--- config.mk ---
export PLATFORM = sky130hd
export DESIGN_NAME = pad_decode
export DESIGN_NICKNAME = d
export VERILOG_FILES = /design/src/design/pad_pkg.sv /design/src/design/pad_attr_decode.sv /design/src/design/pad_decode.sv
export SDC_FILE = /design/constraint.sdc
export NUM_CORES = 1
export LEC_CHECK = 0
export ABC_AREA = 0
export BUFFER_PORTS_ARGS = -buffer_cell sky130_fd_sc_hd__buf_2
export CAP_MARGIN = 30
export CORE_MARGIN = 4
export CORE_UTILIZATION = 49
export DETAILED_ROUTE_END_ITERATION = 12
export PLACE_DENSITY = 0.75
export SLEW_MARGIN = 10
export SYNTH_ARGS = -nofsm -noshare
export SYNTH_HDL_FRONTEND = slang
export SYNTH_HIERARCHICAL = 1
export SYNTH_SLANG_ARGS = --single-unit
--- constraint.sdc ---
create_clock -name clk -period 1.7 [get_ports clk]
set_input_delay 0.17 -clock clk [delete_from_list [all_inputs] [get_ports clk]]
set_output_delay 0.17 -clock clk [all_outputs]
set_load 0.01 [all_outputs]
--- src/design/pad_pkg.sv ---
// Package of constants and types for the page attribute and exception decode block
package pad_pkg;
    // ==========================================================
    // Descriptor field positions
    localparam int DESC_TYPE_LSB  = 0;
    localparam int DESC_B_BIT     = 2;
    localparam int DESC_C_BIT     = 3;
    localparam int L1_P_BIT       = 9;
    localparam int L1_TEX_LSB     = 12;
    localparam int L2_TEX_LSB     = 6;
    localparam int L1_AP_LSB      = 10;
    localparam int L2_AP_LSB      = 4;
    localparam int FAR_WIDTH      = 32;
    // ==========================================================
    // Register offsets (word addresses)
    localparam logic [3:0] REG_STATUS  = 4'h0;
    localparam logic [3:0] REG_MASK    = 4'h1;
    localparam logic [3:0] REG_FAULT   = 4'h2;
    localparam logic [3:0] REG_CTRL    = 4'h3;
    localparam logic [3:0] REG_ATTR    = 4'h4;
    localparam logic [3:0] REG_EXC     = 4'h5;
    localparam logic [31:0] RESET_ZERO = 32'h0;
    // Status bit positions
    localparam int ST_WAIT_DONE = 0;
    localparam int ST_FAR_WRITE = 1;
    localparam int ST_FILL      = 2;
    localparam int ST_BAD_DESC  = 3;
    localparam int ST_WIDTH     = 4;
    // Clock cycles after a control write before it takes effect
    localparam logic [3:0] APPLY_DELAY = 4'h3;
    // ==========================================================
    // Types
    typedef enum logic [1:0] {
        PAD_L1_FAULT   = 2'b00,
        PAD_L1_COARSE  = 2'b01,
        PAD_L1_SECTION = 2'b10,
        PAD_L1_FINE    = 2'b11
    } pad_l1_t;
    typedef enum logic [2:0] {
        PAD_PG_FAULT = 3'h0,
        PAD_PG_LARGE = 3'h1,
        PAD_PG_SMALL = 3'h2,
        PAD_PG_XSMALL = 3'h3,
        PAD_PG_TINY  = 3'h4,
        PAD_PG_SECT  = 3'h5
    } pad_page_t;
    typedef enum logic [3:0] {
        PAD_EX_RESET   = 4'h0,
        PAD_EX_FAST    = 4'h1,
        PAD_EX_IRQ     = 4'h2,
        PAD_EX_I_EXT   = 4'h3,
        PAD_EX_I_MMU   = 4'h4,
        PAD_EX_I_PAR   = 4'h5,
        PAD_EX_LOCK    = 4'h6,
        PAD_EX_D_MMU   = 4'h7,
        PAD_EX_D_EXT   = 4'h8,
        PAD_EX_D_PAR   = 4'h9,
        PAD_EX_SWI     = 4'hA,
        PAD_EX_UNDEF   = 4'hB
    } pad_exc_t;
    typedef enum logic [1:0] {
        PAD_WAIT_IDLE  = 2'b00,
        PAD_WAIT_APPLY = 2'b01,
        PAD_WAIT_DONE  = 2'b10
    } pad_wait_t;
endpackage

--- src/design/pad_attr_decode.sv ---
// Cache attribute decode from extension, cacheable and bufferable bits
`timescale 1ns/100ps
module pad_attr_decode
    import pad_pkg::*;
(
    input  wire logic ext_bit,
    input  wire logic cacheable,
    input  wire logic bufferable,
    output logic      is_cacheable,
    output logic      write_alloc,
    output logic      write_through,
    output logic      mini_cache
);
    // ==========================================================
    // Attribute table
    always_comb
    begin
        is_cacheable  = 1'b0;
        write_alloc   = 1'b0;
        write_through = 1'b0;
        mini_cache    = 1'b0;
        if (ext_bit)
        begin
            unique case ({cacheable, bufferable})
                2'b00: ;                       // Uncached variant
                2'b01: ;                       // Reserved combination
                2'b10:
                begin
                    is_cacheable = 1'b1;
                    mini_cache   = 1'b1;
                end
                2'b11:
                begin
                    is_cacheable = 1'b1;
                    write_alloc  = 1'b1;
                end
            endcase
        end
        else
        begin
            unique case ({cacheable, bufferable})
                2'b00: ;                       // Uncached, unbuffered
                2'b01: ;                       // Buffered only
                2'b10:
                begin
                    is_cacheable  = 1'b1;
                    write_through = 1'b1;      // Replaces old mini-cache code
                end
                2'b11: is_cacheable = 1'b1;    // Write-back
            endcase
        end
    end
endmodule // pad_attr_decode

--- src/design/pad_decode.sv ---
// Page attribute decode, fill policy, exception classification, update wait
`timescale 1ns/100ps
//
// Contract
// - X=1 makes C,B select four extra attributes incl. mini-cache, write-allocate.
// - X=0 keeps standard C,B meaning; old mini-cache code becomes write-through.
// - With write-allocate, a cacheable store miss starts a line fill.
// - Without write-allocate only a cacheable load miss fills.
// - Write-through pages send every store to memory.
// - Coarse types: fault, large, small, extended small with extension field.
// - Fine type 11 is tiny page; others as coarse.
// - Only the extension field's lowest bit is used as X.
// - Small pages behave as if X were zero.
// - After the wait sequence ends all control writes have taken effect.
// - Precise exceptions let the link register locate the faulting instruction.
// - Reset, interrupts, external and parity data aborts are imprecise.
// - Only the data translation abort writes the fault address register.
module pad_decode
    import pad_pkg::*;
(
    input  wire logic        clk,
    input  wire logic        reset,
    input  wire logic [3:0]  reg_addr,
    input  wire logic [31:0] reg_wdata,
    input  wire logic        reg_write,
    input  wire logic        reg_read,
    output logic      [31:0] reg_rdata,
    output logic             irq,
    input  wire logic        desc_valid,
    input  wire logic        desc_level2,
    input  wire logic        desc_fine,
    input  wire logic [31:0] desc_word,
    input  wire logic        acc_valid,
    input  wire logic        acc_store,
    input  wire logic        acc_miss,
    output logic             line_fill,
    output logic             mem_write,
    output logic             page_fault,
    output logic             mini_alloc,
    input  wire logic        exc_valid,
    input  wire pad_exc_t    exc_kind,
    input  wire logic [31:0] exc_addr,
    output logic             exc_precise,
    output logic             ctrl_applied,
    output logic             wait_done
);
    // ==========================================================
    // Descriptor decode
    pad_page_t  page_kind;
    logic       ext_bit;
    logic       is_cacheable;
    logic       write_alloc;
    logic       write_through;
    logic       mini_cache;
    logic [1:0] perm;

    function automatic pad_page_t l2_kind(input logic [1:0] code, input logic fine);
        pad_page_t k;
        k = PAD_PG_FAULT;
        unique case (code)
            2'b00: k = PAD_PG_FAULT;
            2'b01: k = PAD_PG_LARGE;
            2'b10: k = PAD_PG_SMALL;
            2'b11: k = fine ? PAD_PG_TINY : PAD_PG_XSMALL;
        endcase
        return k;
    endfunction

    // Page kind, extension bit and permission field
    always_comb
    begin
        page_kind = PAD_PG_FAULT;
        ext_bit   = 1'b0;
        perm      = desc_word[L2_AP_LSB +: 2];
        if (!desc_level2)
        begin
            unique case (pad_l1_t'(desc_word[DESC_TYPE_LSB +: 2]))
                PAD_L1_FAULT:   page_kind = PAD_PG_FAULT;
                PAD_L1_COARSE:  page_kind = PAD_PG_FAULT;  // Table pointer, no attributes
                PAD_L1_SECTION:
                begin
                    page_kind = PAD_PG_SECT;
                    ext_bit   = desc_word[L1_TEX_LSB];
                    perm      = desc_word[L1_AP_LSB +: 2];
                end
                PAD_L1_FINE:    page_kind = PAD_PG_FAULT;
            endcase
        end
        else
        begin
            page_kind = l2_kind(desc_word[DESC_TYPE_LSB +: 2], desc_fine);
            if (page_kind == PAD_PG_XSMALL || page_kind == PAD_PG_TINY)
                ext_bit = desc_word[L2_TEX_LSB];
            else
                ext_bit = 1'b0;
        end
    end

    pad_attr_decode u_attr (
        .ext_bit       (ext_bit),
        .cacheable     (desc_word[DESC_C_BIT]),
        .bufferable    (desc_word[DESC_B_BIT]),
        .is_cacheable  (is_cacheable),
        .write_alloc   (write_alloc),
        .write_through (write_through),
        .mini_cache    (mini_cache)
    );

    // ==========================================================
    // Latched attributes of the current page
    logic      attr_c, attr_wa, attr_wt, attr_mini, attr_fault, attr_table;
    logic      next_attr_c, next_attr_wa, next_attr_wt, next_attr_mini, next_attr_fault;
    logic      next_attr_table;
    logic [1:0] attr_perm, next_attr_perm;

    always_comb
    begin
        next_attr_c     = attr_c;
        next_attr_wa    = attr_wa;
        next_attr_wt    = attr_wt;
        next_attr_mini  = attr_mini;
        next_attr_fault = attr_fault;
        next_attr_perm  = attr_perm;
        next_attr_table = attr_table;
        if (desc_valid)
        begin
            next_attr_c     = is_cacheable;
            next_attr_wa    = write_alloc;
            next_attr_wt    = write_through;
            next_attr_mini  = mini_cache;
            next_attr_perm  = perm;
            next_attr_table = !desc_level2 && desc_word[DESC_TYPE_LSB];
            next_attr_fault = desc_word[DESC_TYPE_LSB +: 2] == 2'b00;
        end
    end

    always_ff @(posedge clk)
    begin
        if (reset)
        begin
            attr_c     <= 1'b0;
            attr_wa    <= 1'b0;
            attr_wt    <= 1'b0;
            attr_mini  <= 1'b0;
            attr_fault <= 1'b1;
            attr_perm  <= 2'b00;
            attr_table <= 1'b0;
        end
        else
        begin
            attr_c     <= next_attr_c;
            attr_wa    <= next_attr_wa;
            attr_wt    <= next_attr_wt;
            attr_mini  <= next_attr_mini;
            attr_fault <= next_attr_fault;
            attr_perm  <= next_attr_perm;
            attr_table <= next_attr_table;
        end
    end

    // ==========================================================
    // Access policy: fills and memory writes
    logic next_line_fill, next_mem_write, next_page_fault, next_mini_alloc;

    always_comb
    begin
        next_line_fill  = 1'b0;
        next_mem_write  = 1'b0;
        next_page_fault = acc_valid && attr_fault;
        next_mini_alloc = 1'b0;
        if (acc_valid && !attr_fault)
        begin
            if (acc_store)
            begin
                next_line_fill = acc_miss && attr_c && attr_wa;
                next_mem_write = attr_wt || !attr_c || acc_miss && !attr_wa;
            end
            else
                next_line_fill = acc_miss && attr_c;
            next_mini_alloc = next_line_fill && attr_mini;
        end
    end

    always_ff @(posedge clk)
    begin
        if (reset)
        begin
            line_fill  <= 1'b0;
            mem_write  <= 1'b0;
            page_fault <= 1'b0;
            mini_alloc <= 1'b0;
        end
        else
        begin
            line_fill  <= next_line_fill;
            mem_write  <= next_mem_write;
            page_fault <= next_page_fault;
            mini_alloc <= next_mini_alloc;
        end
    end

    // ==========================================================
    // Exception classification and fault address
    logic                 next_exc_precise;
    logic [FAR_WIDTH-1:0] fault_addr, next_fault_addr;
    logic                 far_event;

    always_comb
    begin
        unique case (exc_kind)
            PAD_EX_RESET, PAD_EX_FAST, PAD_EX_IRQ,
            PAD_EX_D_EXT, PAD_EX_D_PAR: next_exc_precise = 1'b0;
            PAD_EX_I_EXT, PAD_EX_I_MMU, PAD_EX_I_PAR, PAD_EX_LOCK,
            PAD_EX_D_MMU, PAD_EX_SWI, PAD_EX_UNDEF: next_exc_precise = 1'b1;
            default: next_exc_precise = 1'b0;
        endcase
        if (!exc_valid)
            next_exc_precise = exc_precise;
        far_event       = exc_valid && exc_kind == PAD_EX_D_MMU;
        next_fault_addr = far_event ? exc_addr : fault_addr;
    end

    always_ff @(posedge clk)
    begin
        if (reset)
        begin
            exc_precise <= 1'b0;
            fault_addr  <= RESET_ZERO;
        end
        else
        begin
            exc_precise <= next_exc_precise;
            fault_addr  <= next_fault_addr;
        end
    end

    // ==========================================================
    // Control writes and wait sequence
    pad_wait_t  wstate, next_wstate;
    logic [3:0] wcount, next_wcount;
    logic [7:0] ctrl_reg, ctrl_live, next_ctrl_live;
    logic       next_ctrl_applied, next_wait_done;
    logic       wait_req, ctrl_wr;

    assign ctrl_wr  = reg_write && reg_addr == REG_CTRL;
    assign wait_req = reg_write && reg_addr == REG_EXC;   // Wait sequence issued

    always_comb
    begin
        next_wstate    = wstate;
        next_wcount    = wcount;
        next_ctrl_live = ctrl_live;
        next_wait_done = 1'b0;
        if (ctrl_wr)
            next_wcount = APPLY_DELAY;                    // Restart on each write
        else if (wcount != 4'h0)
            next_wcount = wcount - 4'h1;
        if (wcount == 4'h1)
            next_ctrl_live = ctrl_reg;                    // May take effect early
        unique case (wstate)
            PAD_WAIT_IDLE:  if (wait_req) next_wstate = PAD_WAIT_APPLY;
            PAD_WAIT_APPLY:
                if (wcount == 4'h0 && !ctrl_wr)
                begin
                    next_ctrl_live = ctrl_reg;
                    next_wstate    = PAD_WAIT_DONE;
                end
            PAD_WAIT_DONE:
            begin
                next_wait_done = 1'b1;
                next_wstate    = PAD_WAIT_IDLE;
            end
            default: next_wstate = PAD_WAIT_IDLE;
        endcase
        next_ctrl_applied = next_ctrl_live == ctrl_reg;
    end

    always_ff @(posedge clk)
    begin
        if (reset)
        begin
            wstate       <= PAD_WAIT_IDLE;
            wcount       <= 4'h0;
            ctrl_live    <= 8'h00;
            ctrl_applied <= 1'b1;
            wait_done    <= 1'b0;
        end
        else
        begin
            wstate       <= next_wstate;
            wcount       <= next_wcount;
            ctrl_live    <= next_ctrl_live;
            ctrl_applied <= next_ctrl_applied;
            wait_done    <= next_wait_done;
        end
    end

    // ==========================================================
    // Register file, sticky status and interrupt
    logic [ST_WIDTH-1:0] status, next_status, mask, next_mask, events;
    logic [7:0]          next_ctrl_reg;
    logic [31:0]         next_rdata;
    logic                next_irq;

    always_comb
    begin
        events = '0;
        events[ST_WAIT_DONE] = next_wait_done;
        events[ST_FAR_WRITE] = far_event;
        events[ST_FILL]      = next_line_fill;
        events[ST_BAD_DESC]  = desc_valid && !desc_level2 && desc_word[L1_P_BIT];
        next_status   = status;
        next_mask     = mask;
        next_ctrl_reg = ctrl_reg;
        if (reg_write && reg_addr == REG_STATUS)
            next_status = status & ~reg_wdata[ST_WIDTH-1:0];
        next_status = next_status | events;               // Set wins over clear
        if (reg_write && reg_addr == REG_MASK)
            next_mask = reg_wdata[ST_WIDTH-1:0];
        if (ctrl_wr)
            next_ctrl_reg = reg_wdata[7:0];               // Bit 1 kept zero by software
        next_irq   = |(next_status & next_mask);
        next_rdata = RESET_ZERO;
        if (reg_read)
        begin
            unique case (reg_addr)
                REG_STATUS: next_rdata = {28'h0, status};
                REG_MASK:   next_rdata = {28'h0, mask};
                REG_FAULT:  next_rdata = fault_addr;
                REG_CTRL:   next_rdata = {24'h0, ctrl_reg};
                REG_ATTR:   next_rdata = {25'h0, attr_table, attr_perm, attr_mini,
                                          attr_wt, attr_wa, attr_c};
                REG_EXC:    next_rdata = {28'h0, 1'b0, wstate, exc_precise};
                default:    next_rdata = RESET_ZERO;
            endcase
        end
    end

    always_ff @(posedge clk)
    begin
        if (reset)
        begin
            status    <= '0;
            mask      <= '0;
            ctrl_reg  <= 8'h00;
            reg_rdata <= RESET_ZERO;
            irq       <= 1'b0;
        end
        else
        begin
            status    <= next_status;
            mask      <= next_mask;
            ctrl_reg  <= next_ctrl_reg;
            reg_rdata <= next_rdata;
            irq       <= next_irq;
        end
    end

    // ==========================================================
    // Checks
    a_store_fill_wa: assert property (@(posedge clk) disable iff (reset)
        acc_valid && acc_store && acc_miss && !attr_fault && attr_c && attr_wa |=> line_fill)
        else $error("store miss with write-allocate did not fill");
    a_store_nofill: assert property (@(posedge clk) disable iff (reset)
        acc_valid && acc_store && !attr_wa |=> !line_fill)
        else $error("store miss filled without write-allocate");
    a_load_fill: assert property (@(posedge clk) disable iff (reset)
        acc_valid && !acc_store && acc_miss && attr_c && !attr_fault |=> line_fill)
        else $error("cacheable load miss did not fill");
    a_wt_store: assert property (@(posedge clk) disable iff (reset)
        acc_valid && acc_store && attr_wt && !attr_fault |=> mem_write)
        else $error("write-through store not sent to memory");
    a_x0_wt_code: assert property (@(posedge clk) disable iff (reset)
        desc_valid && desc_level2 && desc_word[1:0] == 2'b10 && desc_word[3:2] == 2'b10
        |=> attr_wt && !attr_mini)
        else $error("small page C=1 B=0 not write-through");
    a_x1_walloc: assert property (@(posedge clk) disable iff (reset)
        desc_valid && desc_level2 && desc_word[1:0] == 2'b11 && desc_word[6] && desc_word[3:2] == 2'b11
        |=> attr_wa && !attr_wt)
        else $error("extended page X=1 C=1 B=1 not write-allocate");
    a_far_only_mmu: assert property (@(posedge clk) disable iff (reset)
        !(exc_valid && exc_kind == PAD_EX_D_MMU) |=> fault_addr == $past(fault_addr))
        else $error("fault address changed by other exception");
    a_imprecise: assert property (@(posedge clk) disable iff (reset)
        exc_valid && (exc_kind == PAD_EX_IRQ || exc_kind == PAD_EX_D_EXT) |=> !exc_precise)
        else $error("imprecise exception flagged precise");
    a_wait_applied: assert property (@(posedge clk) disable iff (reset)
        wait_done |-> ctrl_applied)
        else $error("wait finished before control took effect");
endmodule // pad_decode

# --- After elaboration in Yosys (flattened, before gate mapping) ---
# Memory sizes are Yosys's and may differ from the RTL's. A register that Yosys moved wholly into a read port is not among the register bits.
# Cells that the tools add are included.
# W data, S select, Z words.
op_classes:
  addsub: 1
  n_eq_ne: 19
  mux: 29
  bitwise_logic: 7
  n_reduce_logical: 36
ops:
  columns: ["op", "n"]
  rows:
  - ["$pmux W32 S6", 1]
  - ["$mux W8", 3]
  - ["$logic_and A1 B1 Y1", 15]
  - ["$mux W1", 13]
  - ["$eq A4 B3 Y1 const B", 3]
  - ["$mux W2", 6]
  - ["$pmux W3 S4", 1]
  - ["$eq A2 B2 Y1 const B", 5]
  - ["$and A4 B4 Y4", 2]
  - ["$eq A4 B1 Y1 const B", 2]
  - ["$eq A4 B2 Y1 const B", 2]
  - ["$eq A8 B8 Y1", 1]
  - ["$logic_not A4 Y1", 2]
  - ["$mux W4", 2]
  - ["$reduce_or A2 Y1", 4]
  - ["$mux W3", 2]
  - ["$logic_not A1 Y1", 5]
  - ["$eq A2 B1 Y1 const B", 2]
  - ["$logic_not A2 Y1", 2]
  - ["$ne A2 B2 Y1 const B", 2]
  - ["$not A4 Y4", 1]
  - ["$or A4 B4 Y4", 1]
  - ["$pmux W2 S2", 1]
  - ["$reduce_bool A4 Y1", 1]
  - ["other kinds (9)", 13]
word_totals:
  ff_bits: 109
  romBits: 16
  input_bits: 115
  output_inout_bits: 40
  word_cells: 116
  n_memories: 1
memory_table:
  columns: ["memory", "words", "width", "read_ports", "rd_ports_with_merged_regs", "wr", "line_no", "rtl"]
  rows:
  - ["(no name shown)", 16, 1, 1, 1, 0, "pad_decode.sv:210", "unique case (exc_kind)"]

# --- Longest topological paths before layout ---
# Gate-level depths: netlist (run 1).
depth:
  depth_word: 8
  mapped_depth: 8
  ltp_nobuf: 7

# --- Modules after synthesis ---
# Netlist (run 1), hierarchy kept.
by_module_without_submodules:
  columns: ["module", "n_inst", "cells_each", "area_each_um2", "seq_area_each_um2"]
  rows:
  - ["pad_decode", 1, 451, 4179.0, 2202.1]
  - ["pad_attr_decode", 1, 4, 31.3, 0.0]

# --- Worst setup path after synthesis (run 1) ---
# No wires, ideal clock.
synth_path:
  kind: "input to register"
  from: "input port reg_write"
  to: "register irq"
  setup_ns: 0.125
  arrival_time_ns: 1.367
  required_time_ns: 1.575
  slack_ns: 0.208
  cell_stages: 6
  n_path_buf: 1
  cell_sequence: "buf_2 -> nand2_2 -> nor4_4 -> mux2i_1 -> a21oi_1 -> o41a_1"
synth_via:
  elab_chain_len: 5
  word_cells_on_any_way: 7
  cone_classes: "mux: 2; bitwise: 2; reduce/logical: 3"
synth_rtl:
  columns: ["element", "line_no", "rtl"]
  rows:
  - ["from (decl)", "pad_decode.sv:25", "input wire logic reg_write,"]
  - ["$logic_and A1 B1 Y1", "pad_decode.sv:315", "if (reg_write && reg_addr == REG_STATUS)"]
  - ["$mux W4", "pad_decode.sv:315", null]
  - ["$or A4 B4 Y4", "pad_decode.sv:317", "next_status = next_status | events;"]
  - ["$and A4 B4 Y4 (*)", "pad_decode.sv:322", "next_irq = |(next_status & next_mask);"]
  - ["$reduce_or A4 Y1 (*)", "pad_decode.sv:322", null]
  - ["to (signal assigned)", "pad_decode.sv:355", "irq <= next_irq;"]
  - ["to (decl)", "pad_decode.sv:28", "output logic irq,"]
# Every way passes the cells marked *; elsewhere a longest branch is shown, timed or not.
# A chain may end at the register's enable or synchronous reset.

# --- Worst setup path in the final report (run 1) ---
layout_path:
  from: "register wcount[0]"
  to: "register ctrl_live[6]"
layout_via:
  elab_chain_len: 4
  word_cells_on_any_way: 6
  cone_classes: "eq/ne: 1; mux: 3; reduce/logical: 2"
layout_rtl:
  columns: ["element", "line_no", "rtl"]
  rows:
  - ["from (decl)", "pad_decode.sv:240", "logic [3:0] wcount, next_wcount;"]
  - ["from (signal assigned)", "pad_decode.sv:291", "wcount <= next_wcount;"]
  - ["$eq A4 B1 Y1 or $logic_not A4 Y1 (tied branches)", "pad_decode.sv:258, pad_decode.sv:263", null]
  - ["$mux W8 or $logic_and A1 B1 Y1 (tied branches)", "pad_decode.sv:258, pad_decode.sv:263", null]
  - ["$mux W8", "pad_decode.sv:263", "if (wcount == 4'h0 && !ctrl_wr)"]
  - ["$mux W8 (*)", "pad_decode.sv:260", "unique case (wstate)"]
  - ["to (signal assigned)", "pad_decode.sv:292", "ctrl_live <= next_ctrl_live;"]
  - ["to (decl)", "pad_decode.sv:241", "logic [7:0] ctrl_reg, ctrl_live, next_ctrl_live;"]
# Marks and branches as above.

==> results of run 1 <==
per-layer routing:
metal / up-vias / wire length, um
met5: - / 0
met4: 0 / 154
met3: 14 / 490
met2: 82 / 4740
met1: 1634 / 4220
li1: 1732 / -
metrics by stage:
stage          power [mW]   util  std cells
4_1_cts              5.17  0.615        673
5_1_grt              5.39  0.615        673
6_report             5.14  0.615        673
2_1_floorplan        3.24      -        455
3_5_place_dp         3.46  0.588        657
3_3_place_gp         3.42  0.588        657
critical path, stage by stage, from the launching register on:
cell      delay, ns
dfxtp_1        0.36
inv_1          0.09
ha_2           0.21
nand3b_1       0.08
a41oi_1        0.05
o21ai_1        0.16
buf_6          0.18
mux2i_1        0.21
nor2_1         0.05
layout by cell type (no fill, tap or decap), drive strengths merged, types with 4 or more instances in the layout:
cell type | netlist | layout
and2 | 27 | 27
nand4 | 4 | 4
mux2i | 28 | 28
a21oi | 55 | 55
xnor2 | 11 | 11
inv | 5 | 8
nand2 | 92 | 92
nor4 | 4 | 4
o21ai | 10 | 10
nand2b | 5 | 5
dfxtp | 110 | 110
buf | 12 | 123
clkbuf | 14 | 11
mux4 | 4 | 4
nor2 | 43 | 43
final timing paths:
| path | slack, ns | from | to |
|---|---|---|---|
| setup / recovery | 0.19 | wcount[0] | ctrl_live[6] |
| hold / removal | 0.01 | exc_valid | exc_precise |
| setup reg to reg | 0.19 | wcount[0] | ctrl_live[6] |
| hold reg to reg | 0.45 | fault_addr[31] | fault_addr[31] |
power groups by stage:
stage	Clock [mW]	Sequential, mW	Combinational [mW]
2_1_floorplan	0	2.76	0.485
6_report	1.72	2.71	0.712
3_5_place_dp	0	2.77	0.697
3_3_place_gp	0	2.76	0.660
4_1_cts	1.76	2.71	0.699
5_1_grt	1.87	2.72	0.798
logic make-up after synthesis:
family	Yosys count
adders and majority gates	3
buffers and inverters	31
AOI/OAI and AO/OA	74
muxes	32
xor gates and xnor gates	11
DFF	110
and+or+nand+nor	194
area by class of cell:
| cell class | count | area [um^2] |
|---|---|---|
| Fill cell | 714 | 3190 |
| Sequential cell | 110 | 2200 |
| Multi-Input combinational cell | 314 | 1860 |
| Timing Repair Buffer | 123 | 682 |
| Clock buffer | 11 | 131 |
| Tap cell | 105 | 131 |
| Clock inverter | 5 | 86.3 |
| Inverter | 5 | 18.8 |
==> results.yml, run 1 <==
sta:
  grt_setup_unrepaired: "false"
  setup_slack_ns: 0.186
  worst-slew-pin-transition_ns: 0.450
  post-route-period-util: 0.891
  fin_hold_ws_ns: 0.0125
  worst_clock_skew_ns: 0.0134
  report.final.slew_viol_count: 0
  relSlewSlack: 0.696
  timing.fmax_mhz: 660
  total_of_endpoints_with_negative_setup_slack_in_the_final_report: 0
  fin_setup_tns_ns: 0
  timing_hold_violations_final: 0
  finalWorstPathRequiredPeriod_ns: 1.51
synthesis:
  synthXorXnorAreaFrac: 0.0229
  synth_top_flop_cell: "dfxtp_1"
  synthesis.area_per_instance_um2: 9.25
  synth_compound_area_frac: 0.0960
  count_of_flip_flops_with_a_built_in_enable_after_synthesis: 0
  synth_largest_area_cell: "dfxtp_1"
  post_synth_inst_count: 455
  yosys.area_share.adder: 0.00892
  flip_flop_and_latch_count_after_synthesis: 110
  synth-async-reset-ratio: 0
  synth.yosys.warnings: 6
  yosys.cell_count.top_type: "dfxtp_1"
  synth_top_family_by_area: "simple AND/OR/NAND/NOR gates"
  syn-num-nets: 573
  synth_mux_area_frac: 0.0880
  mappedNetlistArea_um2: 4210
  share_of_the_synthesized_area_in_the_top_cell_type: 0.523
  commonest_cells_in_the_synthesized_netlist: "dfxtp_1 (110), nand2_1 (89), a21oi_1 (55)"
  synth.top_cells.by_area: "dfxtp_1 (52%), nand2_1 (7.9%), mux2i_1 (6.7%)"
  synth.yosys.seq_area_share: 0.523
  post_synth_num_cell_types: 45
  yosys.area_share.simple: 0.224
global_routing:
  pin_count_of_the_biggest_net_entering_global_routing: 74
  global_route_track_usage_on_met1: 0.247
  grt.total_usage: 0.194
  initial_antenna_violation_count: 0
  met2_usage: 0.326
  via_count_of_the_first_global_routing_pass: 3362
  gr-usage-met3: 0.0360
  grt_pass1_wl_mm: 15.7
  total_overflow_reported_by_the_global_router: 0
  grt_busiest_layer: "met2"
route:
  first_pass_iters: 4
  routed_wirelength_mm: 9.61
  vias: 3462
  vias_per_cell: 5.14
  route.detailed.drc: 0
  first_iter_violations: 128
  postRouteAntennaNets: 0
  drt-wirelength-per-cell_um: 14.3
hold_path:
  min_path_type: "input port to flip-flop"
  min_delay_path_depth: 2
placement:
  placed_cell_area_um2: 4880
  port-buffer-count: 108
  dp_hpwl_mm: 6.85
  place.gp.congestion: 0.790
  pre_cts_slack_ns: 0.131
pwr:
  power.switching_mw: 1.31
  power.share.clock: 0.335
  share_of_total_power_in_sequential_cells: 0.526
  vdd.ir_drop.worst_mv: 0.513
  pwr_dens_nw_per_um2: 1010
  power_share_of_the_combinational_group: 0.139
  internal_power_mw: 3.83
  leakagePower_nw: 2.16
  switching_share: 0.255
floorplan:
  floorplan.die_area_um2: 10100
  boundaryPins: 155
  starting_utilization_of_the_core_area: 0.507
  floorplan.rows: 33
  core_area_um2: 8300
  floorplan.die.height_um: 101
  die_w_um: 101
cts:
  tritoncts_buffers: 9
  cts_resized: 0
  cts_setup_buffers: 0
  cts_root_buf: "clkbuf_8"
  tritoncts: "yes"
  insertion_delay_to_the_later_sink_of_the_worst_skew_pair_ns: 0.37
  htree_num_levels: 3
  path_clk_slew_ns: 0.10
  clock_sink_count: 110
  cts.hold.buffers_added: 0
  cts.path.max_buffers: 2
final_layout:
  drive_above_1_share: 0.268
  fin_area_um2: 5110
  areaGrowthSynthToFinish_pct: 21.3
  largestRegisters: "fault_addr x32, reg_rdata x32"
  antenna_cells: 0
  final_nets: 681
worst_setup_path:
  worst_setup_path_start_kind: "flip-flop"
  critPathArrivalTime_ns: 1.76
  kind_of_critical_path: "flip-flop to flip-flop"
  critical_path_required_ns: 1.94
  worst_setup_path_end_kind: "flip-flop"
  worst-r2r-cell-count: 8
  crit_fanout: 9
job:
  drv_cap: 0
run_status:
  status: "finished, final reports clean"
(Power assumes the default switching activity.)
==> run 2: changes to the inputs <==
--- a/config.mk
+++ b/config.mk
@@ -10,6 +10,7 @@
 export CAP_MARGIN = 30
 export CORE_MARGIN = 4
 export CORE_UTILIZATION = 49
+export CTS_BUF_LIST = sky130_fd_sc_hd__clkbuf_16
 export DETAILED_ROUTE_END_ITERATION = 12
 export PLACE_DENSITY = 0.75
 export SLEW_MARGIN = 10
==> run 2 against run 1 <==
Against the previous run:
- register-to-register slack worse by 0.06 ns
- fmax decreased by 3.9%
- combinational power increased by 6.3%
- largest cell class unchanged
- setup slack worse by 0.061 ns
- flip-flop and latch count did not move
- cell count increased by 0.15%
- clock power grew 30%
- via count barely moved
- critical path depth is the same
- count of clock-buffer cells in the layout is 2 lower
- sequential share of layout area down 0.99 points
- sequential power is essentially flat
==> results.yml, run 2 (synthesis gave the netlist of run 1 again) <==
sta:
  fin_hold_ws_ns: 0.0456
  worst_clock_skew_ns: 0.0106
  total_of_endpoints_with_negative_setup_slack_in_the_final_report: 0
  relSlewSlack: 0.675
  fin_setup_tns_ns: 0
  timing.fmax_mhz: 635
  report.final.slew_viol_count: 0
  worst-slew-pin-transition_ns: 0.481
  timing_hold_violations_final: 0
  finalWorstPathRequiredPeriod_ns: 1.58
  post-route-period-util: 0.927
route:
  first_iter_violations: 98
  routed_wirelength_mm: 9.90
  vias_per_cell: 5.14
  vias: 3463
  route.detailed.drc: 0
  postRouteAntennaNets: 0
  drt-wirelength-per-cell_um: 14.7
  first_pass_iters: 4
pwr:
  pwr_dens_nw_per_um2: 1090
  vdd.ir_drop.worst_mv: 0.657
  leakagePower_nw: 2.22
worst_setup_path:
  worst-r2r-cell-count: 8
  worst_setup_path_end_kind: "flip-flop"
  crit_fanout: 5
  critical_path.top_delay_family: "flip-flops"
  kind_of_critical_path: "flip-flop to flip-flop"
  worst_setup_path_start_kind: "flip-flop"
  worst-path-stages: 8
  cp.buffers_inverters: 2
  cpPeakStageDelay_ns: 0.37
  crit_path_cell_trace: "inv_1, ha_2, nand3b_1, a41oi_2, o21ai_2, buf_6, mux2i_1, nor2_1"
  critPathArrivalTime_ns: 1.79
  critical_path_required_ns: 1.91
  crit_path_top_delay_cell: "dfxtp_1"
final_layout:
  antenna_cells: 0
  areaGrowthSynthToFinish_pct: 24.2
  layout_commonest_cell: "dfxtp_1"
  drive_above_1_share: 0.272
  fin_area_um2: 5230
  final_nets: 682
  top_library_cells_by_usage_in_the_layout_fill_and_taps_aside: "dfxtp_1 (110), buf_2 (108), nand2_1 (89), a21oi_1 (55), nor2_1 (41)"
  largestRegisters: "fault_addr x32, reg_rdata x32"
  final.fill_count: 699
job:
  drv_cap: 0
floorplan:
  boundaryPins: 155
  floorplan.die_area_um2: 10100
  core_area_um2: 8300
  floorplan.rows: 33
  starting_utilization_of_the_core_area: 0.507
  die_w_um: 101
  floorplan.die.height_um: 101
cts:
  cts.path.max_buffers: 2
  insertion_delay_to_the_later_sink_of_the_worst_skew_pair_ns: 0.34
  cts.hold.buffers_added: 0
  cts_root_buf: "clkbuf_16"
  clock_sink_count: 110
  tritoncts_buffers: 9
  tritoncts: "yes"
  htree_num_levels: 3
  cts_setup_buffers: 0
  path_clk_slew_ns: 0.07
global_routing:
  initial_antenna_violation_count: 0
  grt_pass1_wl_mm: 16.0
  grt.total_usage: 0.197
  via_count_of_the_first_global_routing_pass: 3409
  total_overflow_reported_by_the_global_router: 0
  pin_count_of_the_biggest_net_entering_global_routing: 74
run_status:
  status: "finished, final reports clean"
placement:
  placed_cell_area_um2: 4880
  place.gp.congestion: 0.790
  dp_hpwl_mm: 6.85
  port-buffer-count: 108
hold_path:
  min_path_type: "input port to flip-flop"
  min_delay_path_depth: 2
## run 2: cell types whose count changed in the layout (fill, tap and decap cells not counted), sizes merged
cell	delta
clkbuf	-2
inv	+2
buf	+1
## run 2: power by group
part	internal (mW)	total, mW	switching [mW]	leakage (nW)
registers	2.65	2.71	0.0574	0.890
clock network	1.30	2.23	0.933	0.163
logic	0.348	0.757	0.410	1.16
total	4.30	5.70	1.40	2.22
## run 2: worst reg2reg max path: stages, from the launching register on
cell and delay, ns:
dfxtp_1 0.37, inv_1 0.10, ha_2 0.21, nand3b_1 0.10, a41oi_2 0.05, o21ai_2 0.22, buf_6 0.16, mux2i_1 0.20
nor2_1 0.05
## run 2: routing by layer
layer  share of wire  global-route usage  vias to the layer above
met4          0.0069              0.0549                        0
met2            0.50               0.335                       91
met3           0.052              0.0401                        6
met5               0                   0                        -
met1            0.44               0.253                     1630
li1                -                   -                     1736
## run 2: repair_timing
action / in CTS / in global routing
endpoints found under the hold margin: 0 / 0
endpoints found under the setup margin: 0 / 3
gates resized for setup: 0 / 6
## run 2: cell type report
cell class | count | area (um^2) | area share
inverter | 5 | 18.8 | 0.00359
sequential | 110 | 2200 | 0.421
clock inverter | 7 | 93.8 | 0.0180
multi-input combinational | 314 | 1870 | 0.357
tap | 105 | 131 | 0.0251
timing repair buffer | 124 | 689 | 0.132
clock buffer | 9 | 225 | 0.0431
## run 2: stage by stage
| step | power [mW] | utilization | setup slack [ns] | std cells |
|---|---|---|---|---|
| 2_1_floorplan | 3.24 | - | 0.208 | 455 |
| 3_3_place_gp | 3.42 | 0.588 | 0.143 | 657 |
| 3_5_place_dp | 3.46 | 0.588 | 0.131 | 657 |
| 4_1_cts | 5.68 | 0.627 | 0.120 | 673 |
| 5_1_grt | 5.93 | 0.630 | -0.00591 | 674 |
| 6_report | 5.70 | 0.630 | 0.124 | 674 |
## run 2: worst paths after layout
check / startpoint / to / slack [ns]
worst max-delay path: wcount[0] / ctrl_live[6] / 0.12
worst min-delay path: exc_valid / exc_precise / 0.05
worst max register to register: wcount[0] / ctrl_live[6] / 0.12
worst min register to register: fault_addr[31] / fault_addr[31] / 0.45
==> run 3: changes to the inputs <==
--- a/config.mk
+++ b/config.mk
@@ -8,6 +8,7 @@
 export ABC_AREA = 0
 export BUFFER_PORTS_ARGS = -buffer_cell sky130_fd_sc_hd__buf_2
 export CAP_MARGIN = 30
+export CORE_ASPECT_RATIO = 0.75
 export CORE_MARGIN = 4
 export CORE_UTILIZATION = 49
 export CTS_BUF_LIST = sky130_fd_sc_hd__clkbuf_16
==> run 3 against run 2 <==
Against the previous run:
- cell area is 0.65% lower
- non-clock buffer count grew 1
- combinational power decreased by 5.2%
- hold slack got worse by 0.0030 ns
- flip-flop and latch count unchanged
- fmax is 2.1% lower
- global-route usage decreased by 0.15 points
- setup slack got worse by 0.034 ns
- critical endpoint is now ctrl_live[3]
- largest power group unchanged
- highest routed layer unchanged
==> results.yml, run 3 (synthesis gave the netlist of run 1 again) <==
final_layout:
  area.sequential_um2: 2200
  areaGrowthSynthToFinish_pct: 23.4
  multiInputGateArea_um2: 1860
  fin_area_um2: 5190
  top_library_cells_by_usage_in_the_layout_fill_and_taps_aside: "dfxtp_1 (109), buf_2 (109), nand2_1 (89), a21oi_1 (55), nor2_1 (41)"
  largestRegisters: "fault_addr x32, reg_rdata x32"
  final.fill_count: 690
  drive_above_1_share: 0.275
  antenna_cells: 0
  final_nets: 683
cts:
  clock_sink_count: 110
  cts.hold.buffers_added: 0
  cts.path.max_buffers: 2
  tritoncts_buffers: 9
  cts_setup_buffers: 0
  cts_resized: 0
  tritoncts: "yes"
  htree_num_levels: 3
  cts_root_buf: "clkbuf_16"
  path_clk_slew_ns: 0.08
  insertion_delay_to_the_later_sink_of_the_worst_skew_pair_ns: 0.34
placement:
  port-buffer-count: 108
  place.gp.congestion: 0.833
  dp_hpwl_mm: 6.89
  pre_cts_slack_ns: 0.0882
  placed_cell_area_um2: 4870
route:
  routed_wirelength_mm: 9.58
  route.detailed.drc: 0
  postRouteAntennaNets: 0
  first_iter_violations: 217
  drt-wirelength-per-cell_um: 14.2
  first_pass_iters: 4
  vias_per_cell: 5.09
  vias: 3437
sta:
  total_of_endpoints_with_negative_setup_slack_in_the_final_report: 0
  relSlewSlack: 0.657
  post-route-period-util: 0.947
  timing.fmax_mhz: 621
  timing_hold_violations_final: 0
  worst-slew-pin-transition_ns: 0.514
  fin_setup_tns_ns: 0
  setup_slack_ns: 0.0903
  report.final.slew_viol_count: 0
  grt_setup_unrepaired: "false"
  worst_clock_skew_ns: 0.00895
  finalWorstPathRequiredPeriod_ns: 1.61
pwr:
  share_of_total_power_in_sequential_cells: 0.489
  internal_power_mw: 4.05
  switching_share: 0.269
  power.switching_mw: 1.49
  sum_of_internal_switching_and_leakage_power_mw: 5.54
  leakagePower_nw: 2.20
  power_share_of_the_combinational_group: 0.130
  pwr_dens_nw_per_um2: 1070
  vdd.ir_drop.worst_mv: 0.511
  power.share.clock: 0.381
floorplan:
  floorplan.rows: 28
  boundaryPins: 155
  die_w_um: 115
  floorplan.die_area_um2: 10200
  floorplan.die.height_um: 88.3
  starting_utilization_of_the_core_area: 0.518
  core_area_um2: 8130
global_routing:
  grt_pass1_wl_mm: 15.8
  pin_count_of_the_biggest_net_entering_global_routing: 49
  via_count_of_the_first_global_routing_pass: 3351
  initial_antenna_violation_count: 0
  total_overflow_reported_by_the_global_router: 0
  grt.total_usage: 0.195
job:
  drv_cap: 0
worst_setup_path:
  worst_setup_path_end_kind: "flip-flop"
  cpPeakStageDelay_ns: 0.35
  critical_path.top_delay_family: "flip-flops"
  kind_of_critical_path: "flip-flop to flip-flop"
  cp.buffers_inverters: 2
  crit_path_top_delay_cell: "dfxtp_2"
  critPathArrivalTime_ns: 1.83
  crit_fanout: 4
  crit_path_cell_trace: "inv_1, ha_1, nand3b_1, a41oi_1, o21ai_2, buf_2, mux2i_1, nor2_1"
  worst_setup_path_start_kind: "flip-flop"
  critical_path_required_ns: 1.92
hold_path:
  min_path_type: "input port to flip-flop"
run_status:
  status: "finished, final reports clean"
==> run 3: cell types whose count changed in the layout (fill, tap and decap cells not counted), sizes merged <==
cell / delta
bufinv: -2
buf: +1
inv: -2
clkinv: +4
==> run 3: worst register-to-register path, delay by kind of cell, from the launching register on <==
family / cells / cell delay (ns)
AO/OA/AOI/OAI: 2 / 0.28
adder cells (fa/ha/maj): 1 / 0.23
multiplexers: 1 / 0.20
AND/OR/NAND/NOR: 2 / 0.14
flip-flops: 1 / 0.35
buffers and inverters: 2 / 0.28
==> run 3: routing by layer <==
metal | up-vias | global-route usage | share of wire
met5 | - | 0 | 0
met4 | 0 | 0.0490 | 0.012
met3 | 13 | 0.0547 | 0.072
met2 | 97 | 0.322 | 0.45
met1 | 1587 | 0.256 | 0.46
li1 | 1740 | - | -
==> run 3: area by class of cell <==
cell class | count | share of cell area
Inverter | 5 | 0.00361
Clock buffer | 9 | 0.0434
Multi-Input combinational cell | 314 | 0.358
Tap cell | 105 | 0.0253
Timing Repair Buffer | 125 | 0.129
Clock inverter | 7 | 0.0171
Sequential cell | 110 | 0.424
==> run 3: power groups by stage <==
stage / Combinational (mW) / Sequential, mW / Clock (mW)
floorplan: 0.485 / 2.76 / 0
global route: 0.804 / 2.72 / 2.26
finish: 0.718 / 2.71 / 2.11
detailed placement: 0.687 / 2.76 / 0
CTS: 0.690 / 2.71 / 2.16
global placement: 0.660 / 2.76 / 0
==> run 3: stage by stage <==
stage / utilization / hold WS [ns] / cells
global route: 0.639 / 0.0440 / 675
detailed placement: 0.599 / 0.402 / 658
finish: 0.639 / 0.0426 / 675
CTS: 0.637 / 0.0350 / 674
global placement: 0.599 / 0.391 / 658
floorplan: - / 0.266 / 455
==> run 3: path summary, 6_finish.rpt <==
check | cells after the start | endpoint | from | slack [ns]
hold reg to reg | 2 | fault_addr[20] | fault_addr[20] | 0.45
setup / recovery | 8 | ctrl_live[3] | wcount[0] | 0.09
hold / removal | 2 | exc_precise | exc_valid | 0.04
setup reg to reg | 8 | ctrl_live[3] | wcount[0] | 0.09
